==> src/inc/twsf_map.vh <==
// register map, codes and timing constants for the two-wire slave front end
`ifndef TWSF_MAP_VH
`define TWSF_MAP_VH
`define TWSF_CTRL_OFS 8'h77
`define TWSF_CTRL_RST 8'h60
`define TWSF_BIT_MODE 0
`define TWSF_BIT_ENA 1
`define TWSF_BIT_ADR 2
`define TWSF_BIT_LCK 4
`define TWSF_BIT_SDAO 5
`define TWSF_BIT_SCLO 6
`define TWSF_ADDR_BASE 7'h50
`define TWSF_LEAD_OK 8'h0e
`define TWSF_LEAD_ERR 8'h0f
`define TWSF_ANS_ACK 8'h06
`define TWSF_ANS_BEL 8'h07
`define TWSF_ANS_NAK 8'h15
`define TWSF_CMD_CONF 8'h84
`define TWSF_CMD_DIAG 8'h8c
`define TWSF_PAR1 8'he5
`define TWSF_PAR2 8'h5e
`define TWSF_WINDOW_US 32'h64
`define TWSF_CLK_MHZ 32'h32
`define TWSF_WINDOW_CYC (`TWSF_WINDOW_US * `TWSF_CLK_MHZ)
`define TWSF_PORDLY_CYC 32'h10
`define TWSF_PROC_CYC 8'h40
`define TWSF_MODE_WIN 2'h0
`define TWSF_MODE_OPER 2'h1
`define TWSF_MODE_CONF 2'h2
`define TWSF_MODE_DIAG 2'h3
`endif

==> src/design/twsf_front_end.v <==
// two-wire slave front end with shared command engine framing and startup window
//
// Function
// - interface-enable 0 ignores two-wire traffic; pins become general purpose
// - device never stretches the clock line
// - device is target only, never starts a transfer
// - address 0x50..0x53 chosen by two-bit select field
// - write frame: acknowledge address and every following byte
// - while answer pending, not-acknowledge read frames including address
// - commandless read returns fast-channel words, upper four bits zero
// - word-count bit: 0 one word, 1 two words
// - commandless lead byte 0x0E when no enabled error
// - commandless lead byte 0x0F when enabled error present
// - command-lock bit 1 blocks command interpretation on both links
// - one shared engine decodes commands from either link identically
// - startup window opens once after power-on delay
// - single-wire driver high impedance during startup window
// - window closes without entry command: operational, driver on, link off
// - valid entry command in window enters configuration or diagnosis
// - configuration or diagnosis held until reset
// - command is two to five bytes, code first, checksum last
// - checksum equals sum of preceding bytes plus one modulo 256
// - single-wire answer sent unprompted; two-wire answer held until read
// - answer status 0x06 ack, 0x07 ack with error, 0x15 nack
// - entry commands 0x84 / 0x8C with parameters 0xE5 0x5E and checksum
`timescale 1ns/1ps
`include "twsf_map.vh"
module twsf_front_end #(
    parameter WINDOW_CYC = `TWSF_WINDOW_CYC
) (
    input wire clk,
    input wire srst,
    input wire sclIn,
    input wire sdaIn,
    output reg sclOut_ff,
    output reg sclOe_ff,
    output reg sdaOut_ff,
    output reg sdaOe_ff,
    input wire regWrEn,
    input wire regRdEn,
    input wire [7:0] regAddr,
    input wire [7:0] regWrData,
    output reg [7:0] regRdData_ff,
    input wire [11:0] fastWord1Value,
    input wire [11:0] fastWord2Value,
    input wire errPresent,
    input wire sioRxValid,
    input wire [7:0] sioRxByte,
    input wire sioRxEnd,
    output reg sioTxValid_ff,
    output reg [7:0] sioTxByte_ff,
    output reg sentDrvEn_ff,
    output reg sioLinkEn_ff,
    output reg [1:0] opMode_ff
);
    // control register and pin synchronisers
    reg [7:0] ctrl_ff;
    reg [1:0] sclSync_ff, sdaSync_ff;
    reg sclD_ff, sdaD_ff;
    always @(posedge clk) begin
        if (srst) begin
            ctrl_ff <= `TWSF_CTRL_RST;
            regRdData_ff <= 8'h00;
            sclSync_ff <= 2'h3;
            sdaSync_ff <= 2'h3;
            sclD_ff <= 1'b1;
            sdaD_ff <= 1'b1;
        end else begin
            if (regWrEn && regAddr == `TWSF_CTRL_OFS)
                ctrl_ff <= regWrData & 8'h7f;
            if (regRdEn)
                regRdData_ff <= (regAddr == `TWSF_CTRL_OFS) ? ctrl_ff : 8'h00;
            sclSync_ff <= {sclSync_ff[0], sclIn};
            sdaSync_ff <= {sdaSync_ff[0], sdaIn};
            sclD_ff <= sclSync_ff[1];
            sdaD_ff <= sdaSync_ff[1];
        end
    end
    wire ifEn = ctrl_ff[`TWSF_BIT_ENA];
    wire scl = sclSync_ff[1];
    wire sda = sdaSync_ff[1];
    wire sclRise = scl && !sclD_ff;
    wire sclFall = !scl && sclD_ff;
    wire startCond = scl && sclD_ff && sdaD_ff && !sda;
    wire stopCond = scl && sclD_ff && !sdaD_ff && sda;
    wire [6:0] myAddr = `TWSF_ADDR_BASE + {5'h00, ctrl_ff[`TWSF_BIT_ADR+1:`TWSF_BIT_ADR]};

    // startup window and mode
    reg [31:0] winCnt_ff;
    reg inWin_ff;
    reg [1:0] engEnter;
    reg answerTaken;
    always @(posedge clk) begin
        if (srst) begin
            winCnt_ff <= 32'h0;
            inWin_ff <= 1'b0;
            opMode_ff <= `TWSF_MODE_WIN;
            sentDrvEn_ff <= 1'b0;
            sioLinkEn_ff <= 1'b1;
        end else begin
            if (opMode_ff == `TWSF_MODE_WIN) begin
                winCnt_ff <= winCnt_ff + 32'h1;
                inWin_ff <= (winCnt_ff >= `TWSF_PORDLY_CYC);
                if (engEnter == 2'h1)
                    opMode_ff <= `TWSF_MODE_CONF;
                else if (engEnter == 2'h2)
                    opMode_ff <= `TWSF_MODE_DIAG;
                else if (winCnt_ff == WINDOW_CYC + `TWSF_PORDLY_CYC) begin
                    opMode_ff <= `TWSF_MODE_OPER;
                    sentDrvEn_ff <= 1'b1;
                    sioLinkEn_ff <= 1'b0;
                end
            end else begin
                inWin_ff <= 1'b0;
            end
        end
    end

    // shared command engine: frames bytes, checks sum, builds answer
    reg [2:0] cmdLen_ff;
    reg [7:0] cmdB0_ff, cmdB1_ff, cmdB2_ff, sum_ff, lastByte_ff;
    reg pending_ff, ansReady_ff, ansFromSio_ff;
    reg [7:0] ansByte_ff;
    reg [7:0] procCnt_ff;
    wire i2cByteIn, sioOk;
    wire [7:0] i2cByte;
    wire frameEndI2c;
    assign sioOk = sioLinkEn_ff && sioRxValid && !ctrl_ff[`TWSF_BIT_LCK];
    wire byteIn = (i2cByteIn && !ctrl_ff[`TWSF_BIT_LCK]) || sioOk;
    wire [7:0] inByte = sioOk ? sioRxByte : i2cByte;
    wire frameEnd = frameEndI2c || (sioLinkEn_ff && sioRxEnd);
    wire sumOk = (lastByte_ff == sum_ff);
    wire isEntry = cmdLen_ff == 3'h4 && (cmdB0_ff == `TWSF_CMD_CONF || cmdB0_ff == `TWSF_CMD_DIAG)
        && cmdB1_ff == `TWSF_PAR1 && cmdB2_ff == `TWSF_PAR2;
    always @* begin
        engEnter = 2'h0;
        if (procCnt_ff == 8'h01 && isEntry && sumOk && inWin_ff)
            engEnter = (cmdB0_ff == `TWSF_CMD_CONF) ? 2'h1 : 2'h2;
    end
    always @(posedge clk) begin
        if (srst) begin
            cmdLen_ff <= 3'h0;
            cmdB0_ff <= 8'h00;
            cmdB1_ff <= 8'h00;
            cmdB2_ff <= 8'h00;
            sum_ff <= 8'h01;
            lastByte_ff <= 8'h00;
            pending_ff <= 1'b0;
            ansReady_ff <= 1'b0;
            ansFromSio_ff <= 1'b0;
            ansByte_ff <= 8'h00;
            procCnt_ff <= 8'h00;
            sioTxValid_ff <= 1'b0;
            sioTxByte_ff <= 8'h00;
        end else begin
            sioTxValid_ff <= 1'b0;
            if (byteIn && !pending_ff) begin
                if (cmdLen_ff != 3'h0)
                    sum_ff <= sum_ff + lastByte_ff;
                lastByte_ff <= inByte;
                if (cmdLen_ff == 3'h0)
                    cmdB0_ff <= inByte;
                if (cmdLen_ff == 3'h1)
                    cmdB1_ff <= inByte;
                if (cmdLen_ff == 3'h2)
                    cmdB2_ff <= inByte;
                if (cmdLen_ff != 3'h7)
                    cmdLen_ff <= cmdLen_ff + 3'h1;
                ansFromSio_ff <= sioOk;
                ansReady_ff <= 1'b0;
            end else if (frameEnd && cmdLen_ff != 3'h0 && !pending_ff) begin
                pending_ff <= 1'b1;
                procCnt_ff <= `TWSF_PROC_CYC;
            end
            if (pending_ff) begin
                procCnt_ff <= procCnt_ff - 8'h01;
                if (procCnt_ff == 8'h01) begin
                    pending_ff <= 1'b0;
                    cmdLen_ff <= 3'h0;
                    sum_ff <= 8'h01;
                    if (cmdLen_ff >= 3'h2 && cmdLen_ff <= 3'h5 && sumOk && isEntry && inWin_ff)
                        ansByte_ff <= errPresent ? `TWSF_ANS_BEL : `TWSF_ANS_ACK;
                    else
                        ansByte_ff <= `TWSF_ANS_NAK;
                    if (ansFromSio_ff) begin
                        sioTxValid_ff <= 1'b1;
                        sioTxByte_ff <= (cmdLen_ff >= 3'h2 && sumOk && isEntry && inWin_ff) ?
                            (errPresent ? `TWSF_ANS_BEL : `TWSF_ANS_ACK) : `TWSF_ANS_NAK;
                    end else
                        ansReady_ff <= 1'b1;
                end
            end else if (answerTaken)
                ansReady_ff <= 1'b0;
        end
    end

    // two-wire target state machine
    localparam ST_IDLE = 3'h0;
    localparam ST_ADDR = 3'h1;
    localparam ST_AACK = 3'h2;
    localparam ST_WR = 3'h3;
    localparam ST_WACK = 3'h4;
    localparam ST_RD = 3'h5;
    localparam ST_RACK = 3'h6;
    reg [2:0] st_ff;
    reg [7:0] sh_ff;
    reg [3:0] bitCnt_ff;
    reg [2:0] rdIdx_ff;
    reg isRead_ff, cla_ff, hold_ff;
    assign i2cByteIn = (st_ff == ST_WR) && sclRise && bitCnt_ff == 4'h7;
    assign i2cByte = {sh_ff[6:0], sda};
    assign frameEndI2c = ifEn && stopCond && !isRead_ff;
    wire [15:0] w1 = {4'h0, fastWord1Value};
    wire [15:0] w2 = {4'h0, fastWord2Value};
    reg [7:0] rdByte;
    always @* begin
        answerTaken = ifEn && (st_ff == ST_RD) && !cla_ff && sclRise && bitCnt_ff == 4'h7;
        case (rdIdx_ff)
            3'h0: rdByte = errPresent ? `TWSF_LEAD_ERR : `TWSF_LEAD_OK;
            3'h1: rdByte = w1[15:8];
            3'h2: rdByte = w1[7:0];
            3'h3: rdByte = w2[15:8];
            3'h4: rdByte = w2[7:0];
            default: rdByte = 8'hff;
        endcase
        if (!cla_ff)
            rdByte = (rdIdx_ff == 3'h0) ? ansByte_ff : 8'hff;
    end
    wire [2:0] lastIdx = ctrl_ff[`TWSF_BIT_MODE] ? 3'h4 : 3'h2;
    always @(posedge clk) begin
        if (srst || !ifEn) begin
            st_ff <= ST_IDLE;
            sh_ff <= 8'h00;
            bitCnt_ff <= 4'h0;
            rdIdx_ff <= 3'h0;
            isRead_ff <= 1'b0;
            cla_ff <= 1'b0;
            hold_ff <= 1'b0;
        end else if (startCond) begin
            st_ff <= ST_ADDR;
            bitCnt_ff <= 4'h0;
            hold_ff <= 1'b0;
        end else if (stopCond) begin
            st_ff <= ST_IDLE;
            hold_ff <= 1'b0;
        end else begin
            case (st_ff)
                ST_ADDR: begin
                    if (sclRise) begin
                        sh_ff <= {sh_ff[6:0], sda};
                        bitCnt_ff <= bitCnt_ff + 4'h1;
                    end
                    if (sclFall && bitCnt_ff == 4'h8) begin
                        isRead_ff <= sh_ff[0];
                        cla_ff <= !ansReady_ff;
                        rdIdx_ff <= 3'h0;
                        if (sh_ff[7:1] == myAddr && !(sh_ff[0] && pending_ff)) begin
                            st_ff <= ST_AACK;
                            hold_ff <= 1'b1;
                        end else
                            st_ff <= ST_IDLE;
                    end
                end
                ST_AACK, ST_WACK: begin
                    if (sclFall) begin
                        bitCnt_ff <= 4'h0;
                        hold_ff <= isRead_ff;
                        st_ff <= isRead_ff ? ST_RD : ST_WR;
                        if (isRead_ff)
                            sh_ff <= rdByte;
                    end
                end
                ST_WR: begin
                    if (sclRise) begin
                        sh_ff <= {sh_ff[6:0], sda};
                        bitCnt_ff <= bitCnt_ff + 4'h1;
                    end
                    if (sclFall && bitCnt_ff == 4'h8) begin
                        st_ff <= ST_WACK;
                        hold_ff <= 1'b1;
                    end
                end
                ST_RD: begin
                    if (sclFall) begin
                        if (bitCnt_ff == 4'h8) begin
                            st_ff <= ST_RACK;
                            hold_ff <= 1'b0;
                        end else begin
                            sh_ff <= {sh_ff[6:0], 1'b1};
                            bitCnt_ff <= bitCnt_ff + 4'h1;
                        end
                    end
                    if (sclRise && bitCnt_ff == 4'h7)
                        bitCnt_ff <= 4'h8;
                end
                ST_RACK: begin
                    if (sclRise) begin
                        if (sda || (cla_ff ? rdIdx_ff == lastIdx : 1'b1))
                            st_ff <= ST_IDLE;
                        else
                            rdIdx_ff <= rdIdx_ff + 3'h1;
                    end
                    if (sclFall && st_ff == ST_RACK) begin
                        st_ff <= ST_RD;
                        sh_ff <= rdByte;
                        bitCnt_ff <= 4'h0;
                        hold_ff <= 1'b1;
                    end
                end
                default: st_ff <= ST_IDLE;
            endcase
        end
    end

    // pin drivers; clock pin only driven as general purpose output
    always @(posedge clk) begin
        if (srst) begin
            sclOut_ff <= 1'b1;
            sclOe_ff <= 1'b0;
            sdaOut_ff <= 1'b1;
            sdaOe_ff <= 1'b0;
        end else if (!ifEn) begin
            sclOut_ff <= ctrl_ff[`TWSF_BIT_SCLO];
            sclOe_ff <= 1'b1;
            sdaOut_ff <= ctrl_ff[`TWSF_BIT_SDAO];
            sdaOe_ff <= 1'b1;
        end else begin
            sclOut_ff <= 1'b1;
            sclOe_ff <= 1'b0;
            sdaOut_ff <= 1'b0;
            sdaOe_ff <= hold_ff && (st_ff == ST_RD ? !sh_ff[7] : 1'b1);
        end
    end
endmodule

==> config.mk <==
export PLATFORM = sky130hd
export DESIGN_NAME = twsf_front_end
export DESIGN_NICKNAME = d
export VERILOG_FILES = /design/src/design/twsf_front_end.v
export VERILOG_INCLUDE_DIRS = /design/src /design/src/inc
export SDC_FILE = /design/constraint.sdc
export NUM_CORES = 1
export LEC_CHECK = 0
export BUFFER_PORTS_ARGS = -buffer_cell sky130_fd_sc_hd__buf_2
export CELL_PAD_IN_SITES_DETAIL_PLACEMENT = 0
export CELL_PAD_IN_SITES_GLOBAL_PLACEMENT = 2
export CORE_MARGIN = 2
export CORE_UTILIZATION = 37
export CTS_BUF_LIST = sky130_fd_sc_hd__clkbuf_2
export CTS_CLUSTER_SIZE = 25
export DETAILED_ROUTE_END_ITERATION = 7
export PLACE_DENSITY_LB_ADDON = 0.1
export SYNTH_ARGS = -nofsm -noshare
export SYNTH_HDL_FRONTEND = slang
export SYNTH_SLANG_ARGS = --single-unit
==> constraint.sdc <==
create_clock -name clk -period 2.75 [get_ports clk]
set_input_delay 0.275 -clock clk [delete_from_list [all_inputs] [get_ports clk]]
set_output_delay 0.275 -clock clk [all_outputs]
set_load 0.02 [all_outputs]
## After elaboration in Yosys (flattened, before gate mapping)

Cells that the tools add are included.

- Add/sub/neg operators: 7
- $lt $le $gt $ge: 3
- Eq/ne operators: 52
- Muxes and demuxes: 80
- Bitwise operators: 7
- Reductions and logical operators: 90

Operators with widths:

| operator | number |
|---|---|
| $mux W8 | 16 |
| $mux W3 | 17 |
| $logic_and A1 B1 Y1 | 42 |
| $pmux W8 S5 | 1 |
| $add A32 B1 Y32 const B | 1 |
| $eq A32 B13 Y1 const B | 1 |
| $ge A32 B5 Y1 const B | 1 |
| $pmux W8 S4 | 1 |
| $mux W1 | 26 |
| $eq A8 B8 Y1 const B | 3 |
| $mux W4 | 6 |
| $reduce_and A7 Y1 | 3 |
| $ne A2 B2 Y1 const B | 9 |
| $eq A8 B7 Y1 const B | 2 |
| $pmux W4 S4 | 1 |
| $eq A3 B2 Y1 const B | 5 |
| $eq A3 B3 Y1 const B | 5 |
| $pmux W3 S5 | 1 |
| $logic_not A1 Y1 | 12 |
| $mux W2 | 6 |
| $ne A3 B2 Y1 const B | 4 |
| $ne A4 B4 Y1 const B | 3 |
| $reduce_and A2 Y1 | 6 |
| $mux W5 | 2 |
| 38 further kinds | 65 |

- Bits in registers: 154
- Input bits: 57
- Output and inout port bits: 25

## Logic depth before layout (Yosys ltp)

- Word-level depth: 12
- Mapped depth: 10

## Worst setup path before layout

Ideal clock, no wire load.

- Kind: reg-to-reg
- From: reg rdIdx_ff[2]
- To: reg sh_ff[4]
- Setup time: 0.086 ns
- Arrival: 1.969 ns
- Required time: 2.664 ns
- Path slack: 0.695 ns
- Cell stages (with the launch flop): 9
- Path buffers: 1
- Clock period less this slack: 2.055 ns
- Cell sequence: dfxtp_1 > clkbuf_1 > inv_1 > ha_1 > o31ai_1 > a221oi_1 > o21ai_0 > o21ai_0 > a211oi_1

- Word-level cells in the longest chain between the ends: 6
- Elaborated cells on any way between the ends: 12

RTL lines:

| what | line | text |
|---|---|---|
| start: declaration | twsf_front_end.v:208 | `reg [2:0] rdIdx_ff;` |
| start signal: assignment | twsf_front_end.v:301 | `rdIdx_ff <= rdIdx_ff + 3'h1;` |
| $eq A3 B3 Y1, or another cell as far along | twsf_front_end.v:218 | `case (rdIdx_ff)` |
| $pmux W8 S5 / $mux W8 (equally long branches) | twsf_front_end.v:218, twsf_front_end.v:227 |  |
| $mux W8 (*) | twsf_front_end.v:226 | `if (!cla_ff)` |
| $mux W8 | twsf_front_end.v:269 | `if (isRead_ff)` |
| $mux W8 | twsf_front_end.v:265 | `if (sclFall) begin` |
| $pmux W8 S4 (*) | twsf_front_end.v:247 | `case (st_ff)` |
| end signal: assignment | twsf_front_end.v:250 | `sh_ff <= {sh_ff[6:0], sda};` |
| end signal: assignment | twsf_front_end.v:270 | `sh_ff <= rdByte;` |
| end signal: assignment | twsf_front_end.v:275 | `sh_ff <= {sh_ff[6:0], sda};` |
| end: declaration | twsf_front_end.v:206 | `reg [7:0] sh_ff;` |

Every way passes the cells marked *; elsewhere a longest branch is shown, timed or not. The select of a mux whose other input is x is not followed.
A chain may end at the register's enable or synchronous reset.

## Final worst setup path

- From: reg bitCnt_ff[0]
- To: reg cmdB1_ff[2]

- Word-level cells in the longest chain between the ends: 6

RTL lines:

| what | line | text |
|---|---|---|
| start: declaration | twsf_front_end.v:207 | `reg [3:0] bitCnt_ff;` |
| start signal: assignment | twsf_front_end.v:251 | `bitCnt_ff <= bitCnt_ff + 4'h1;` |
| start signal: assignment | twsf_front_end.v:276 | `bitCnt_ff <= bitCnt_ff + 4'h1;` |
| start signal: assignment | twsf_front_end.v:290 | `bitCnt_ff <= bitCnt_ff + 4'h1;` |
| $eq A4 B3 Y1 | twsf_front_end.v:210 | `assign i2cByteIn = (st_ff == ST_WR) && sclRise && bitCnt_ff == 4'h7;` |
| $logic_and A1 B1 Y1 | twsf_front_end.v:210 |  |
| $logic_and A1 B1 Y1 | twsf_front_end.v:129 | `` wire byteIn = (i2cByteIn && !ctrl_ff[`TWSF_BIT_LCK]) \|\| sioOk; `` |
| $logic_or A1 B1 Y1 | twsf_front_end.v:129 |  |
| $logic_and A1 B1 Y1 | twsf_front_end.v:157 | `if (byteIn && !pending_ff) begin` |
| $reduce_and A2 Y1 (no line) | - |  |
| end signal: assignment | twsf_front_end.v:164 | `cmdB1_ff <= inByte;` |
| end: declaration | twsf_front_end.v:121 | `reg [7:0] cmdB0_ff, cmdB1_ff, cmdB2_ff, sum_ff, lastByte_ff;` |

No other way between the ends.

==> impl_metrics.tcl <==
set metrics [dict create \
    outcome "finished, final reports clean" \
    cts_made_buffers 17 \
    yosys-top-cells-area "dfxtp_1, nor2_1, ha_1" \
    grt_pass1_wl_mm 30.7 \
    finalHoldViolCount 0 \
    cts.path.max_buffers 2 \
    slew-limit-headroom_pct 44.3 \
    fin_skew_ps 44.7 \
    nFillCells 1889 \
    start_kind "flip-flop" \
    slowest_delay_ps 530 \
    cts-root-buf "clkbuf_2" \
    holdPathEnd "cmdB2_ff[4]" \
    reg2reg_slack_ps 320 \
    insertion_delay_ps 720 \
    num_rows 50 \
    grt_pass1_vias 5929 \
    seqCellArea_mm2 0.00290 \
    rr_endpoint "cmdB1_ff[2]" \
    worst_slack_ps 323 \
    r2r_cells 7 \
    die_area_mm2 0.0201 \
    min_path_cells 3 \
    first_pass_iters 4 \
    cp.required_ps 3380 \
    rsz0062_at_grt "no" \
    criticalPathCategory "reg -> reg" \
    drv_slew 0 \
    ys.flop_type "dfxtp_1" \
    synth_edf_count 0 \
    yosys-top-cells-count "dfxtp_1, nor2_1, nand2_1" \
    multi_input_area_mm2 0.00381 \
    max_freq_ghz 0.412 \
    final_area_mm2 0.00811 \
    grt_util_all_layers_pct 19.3 \
    worstSetupEndpointType "flip-flop" \
    cp_cell_sequence "ha_1, nand2_1, o41a_4, nor2_4, and3_1, nor2_1, a211oi_1" \
    die_x_um 142 \
    die_y_um 142 \
    numPortBuffers 75 \
    post-place-ws_ps 342 \
    hold_class "in -> reg" \
    netlist_area_mm2 0.00701 \
    drt-vias-per-instance 5.28 \
    antenna_left 0 \
    drive_gt1_share_pct 16.3 \
    yosysMostFrequentCell "dfxtp_1" \
    synth-async-reset-ratio_pct 0 \
    crit_path_max_fanout 16 \
    ir_drop_v 0.000256 \
    p_total_mw 3.95 \
    yosysSeqAreaShare_pct 41.4 \
    crit_family "simple AND/OR/NAND/NOR gates" \
    instances_no_fill 1166 \
    initial_utilization_pct 37.6 \
    post_drt_wl_per_cell_um 16.2 \
    core_mm2 0.0186 \
    fin_crit_sh_pct 88.3 \
    period_needed_ps 2430 \
    nets 999 \
    vias 6162 \
    finalSetupTns_ps 0 \
    grt_overflow 0 \
    placed_cells_incl_taps 1106 \
    reg2reg_from "bitCnt_ff[0]" \
    antenna_found_initial 1 \
    ys_ff_latch 145 \
    drt_iter0_markers 348 \
    htree_levels 4 \
    crit_arrival_ps 3060 \
    path_buf_inv 0 \
    area_growth_pct 15.8 \
    ios 82 \
    worstMarginPinSlew_ps 812 \
    maxCapViolCount 0 \
    holdWs_ps 71.6 \
    cp_slowest_cell "and3_1" \
    postSynthAreaPerCell_um2 8.59 \
    place_area_mm2 0.00760 \
    post-route-util_pct 43.5 \
    yosysWarningCount 0 \
    wl_mm 18.9 \
    tritoncts "yes" \
    cellLeakagePower_nw 3.10 \
    clock-sinks 145 \
    clk_pin_slew_ps 220 \
    synth_top_area_share_pct 41.4 \
    dp_hpwl_mm 13.7 \
    p_per_area_mw_per_mm2 487 \
    gp_congestion 0.850 \
    min_from "sioRxByte[4]" \
    setup_violations 0 \
    syn_inst 816 \
    grt_max_degree 75 \
    drc 0 \
    synth_top_area_cell "dfxtp_1" \
    synth.distinct_cells 82 \
]
## where the power goes
group	internal (mW)	leakage [nW]	switching (mW)
clock	0.415	0.130	0.816
combinational	0.201	1.79	0.265
sequential	2.19	1.18	0.0662
## final cells by class
type	count	area share (%)
clock inverters	13	1.71
repair buffers	120	9.66
flip-flops and latches	145	35.8
well taps	234	3.61
multi-input cells	611	47.0
diodes	2	0.0617
inverters	23	1.06
clock buffers	18	1.11
## cell usage in the layout (no fill, tap or decap), types with 8 or more instances in the layout
cell / n
a211oi_1: 38
a21oi_1: 54
buf_2: 74
buf_4: 19
clkbuf_2: 18
dfxtp_1: 145
dlygate4sd3_1: 27
ha_1: 23
inv_1: 22
mux2i_1: 13
nand2_1: 60
nand2b_1: 12
nand3_1: 37
nand4_1: 12
nor2_1: 125
nor2b_1: 8
nor3_1: 14
nor4_1: 13
o21ai_0: 30
or2_2: 8
xnor2_1: 22
xor2_1: 20
## worst min-delay path: cells and delay by family
family / cells / cell delay (ps)
buffers and inverters: 1 / 80
muxes: 1 / 160
AOI/OAI and AO/OA: 1 / 230
## state kept, by name, indices dropped and copies added, names as in the netlist, 2 cells and up
register      cells
sdaSync_ff        2
cmdB2_ff          8
procCnt_ff        8
ansByte_ff        4
sum_ff            8
sioTxByte_ff      4
cmdLen_ff         3
opMode_ff         2
cmdB0_ff          8
sclSync_ff        2
ctrl_ff           7
bitCnt_ff         4
regRdData_ff      7
winCnt_ff        32
cmdB1_ff          8
sh_ff             8
lastByte_ff       8
rdIdx_ff          3
st_ff             3
## how the worst max path moves through the flow
| stage | start | end | cells after the start |
|---|---|---|---|
| global route | bitCnt_ff[0] | cmdB2_ff[3] | 7 |
| detailed placement | bitCnt_ff[0] | cmdB1_ff[2] | 7 |
| floorplan | rdIdx_ff[2] | sh_ff[4] | 8 |
| CTS | bitCnt_ff[0] | cmdB1_ff[2] | 7 |
| finish | bitCnt_ff[0] | cmdB1_ff[2] | 7 |
| global placement | bitCnt_ff[0] | procCnt_ff[7] | 7 |
## cell families after synthesis
group | share of synthesized area (%)
simple gates | 25.9
flops | 41.4
xor+xnor | 5.25
other cells | 0.0535
compound gates | 16.6
buf+inv | 4.39
fa+ha+maj | 4.39
mux | 2.02
## per-layer routing
metal,track usage [%],part of all wire (%),wire length (um),vias to the layer above
met5,0,0,0,-
met4,5.21,1.4,258,0
met3,3.54,3.6,685,17
met2,30.7,46,8620,115
met1,27.0,49,9340,2937
li1,-,-,-,3093
## what timing repair did
item,CTS,global route
endpoints found under the hold margin,27,0
resized for setup,0,0
buffers inserted,0,0
hold buffers,27,0
(Power assumes the default switching activity.)
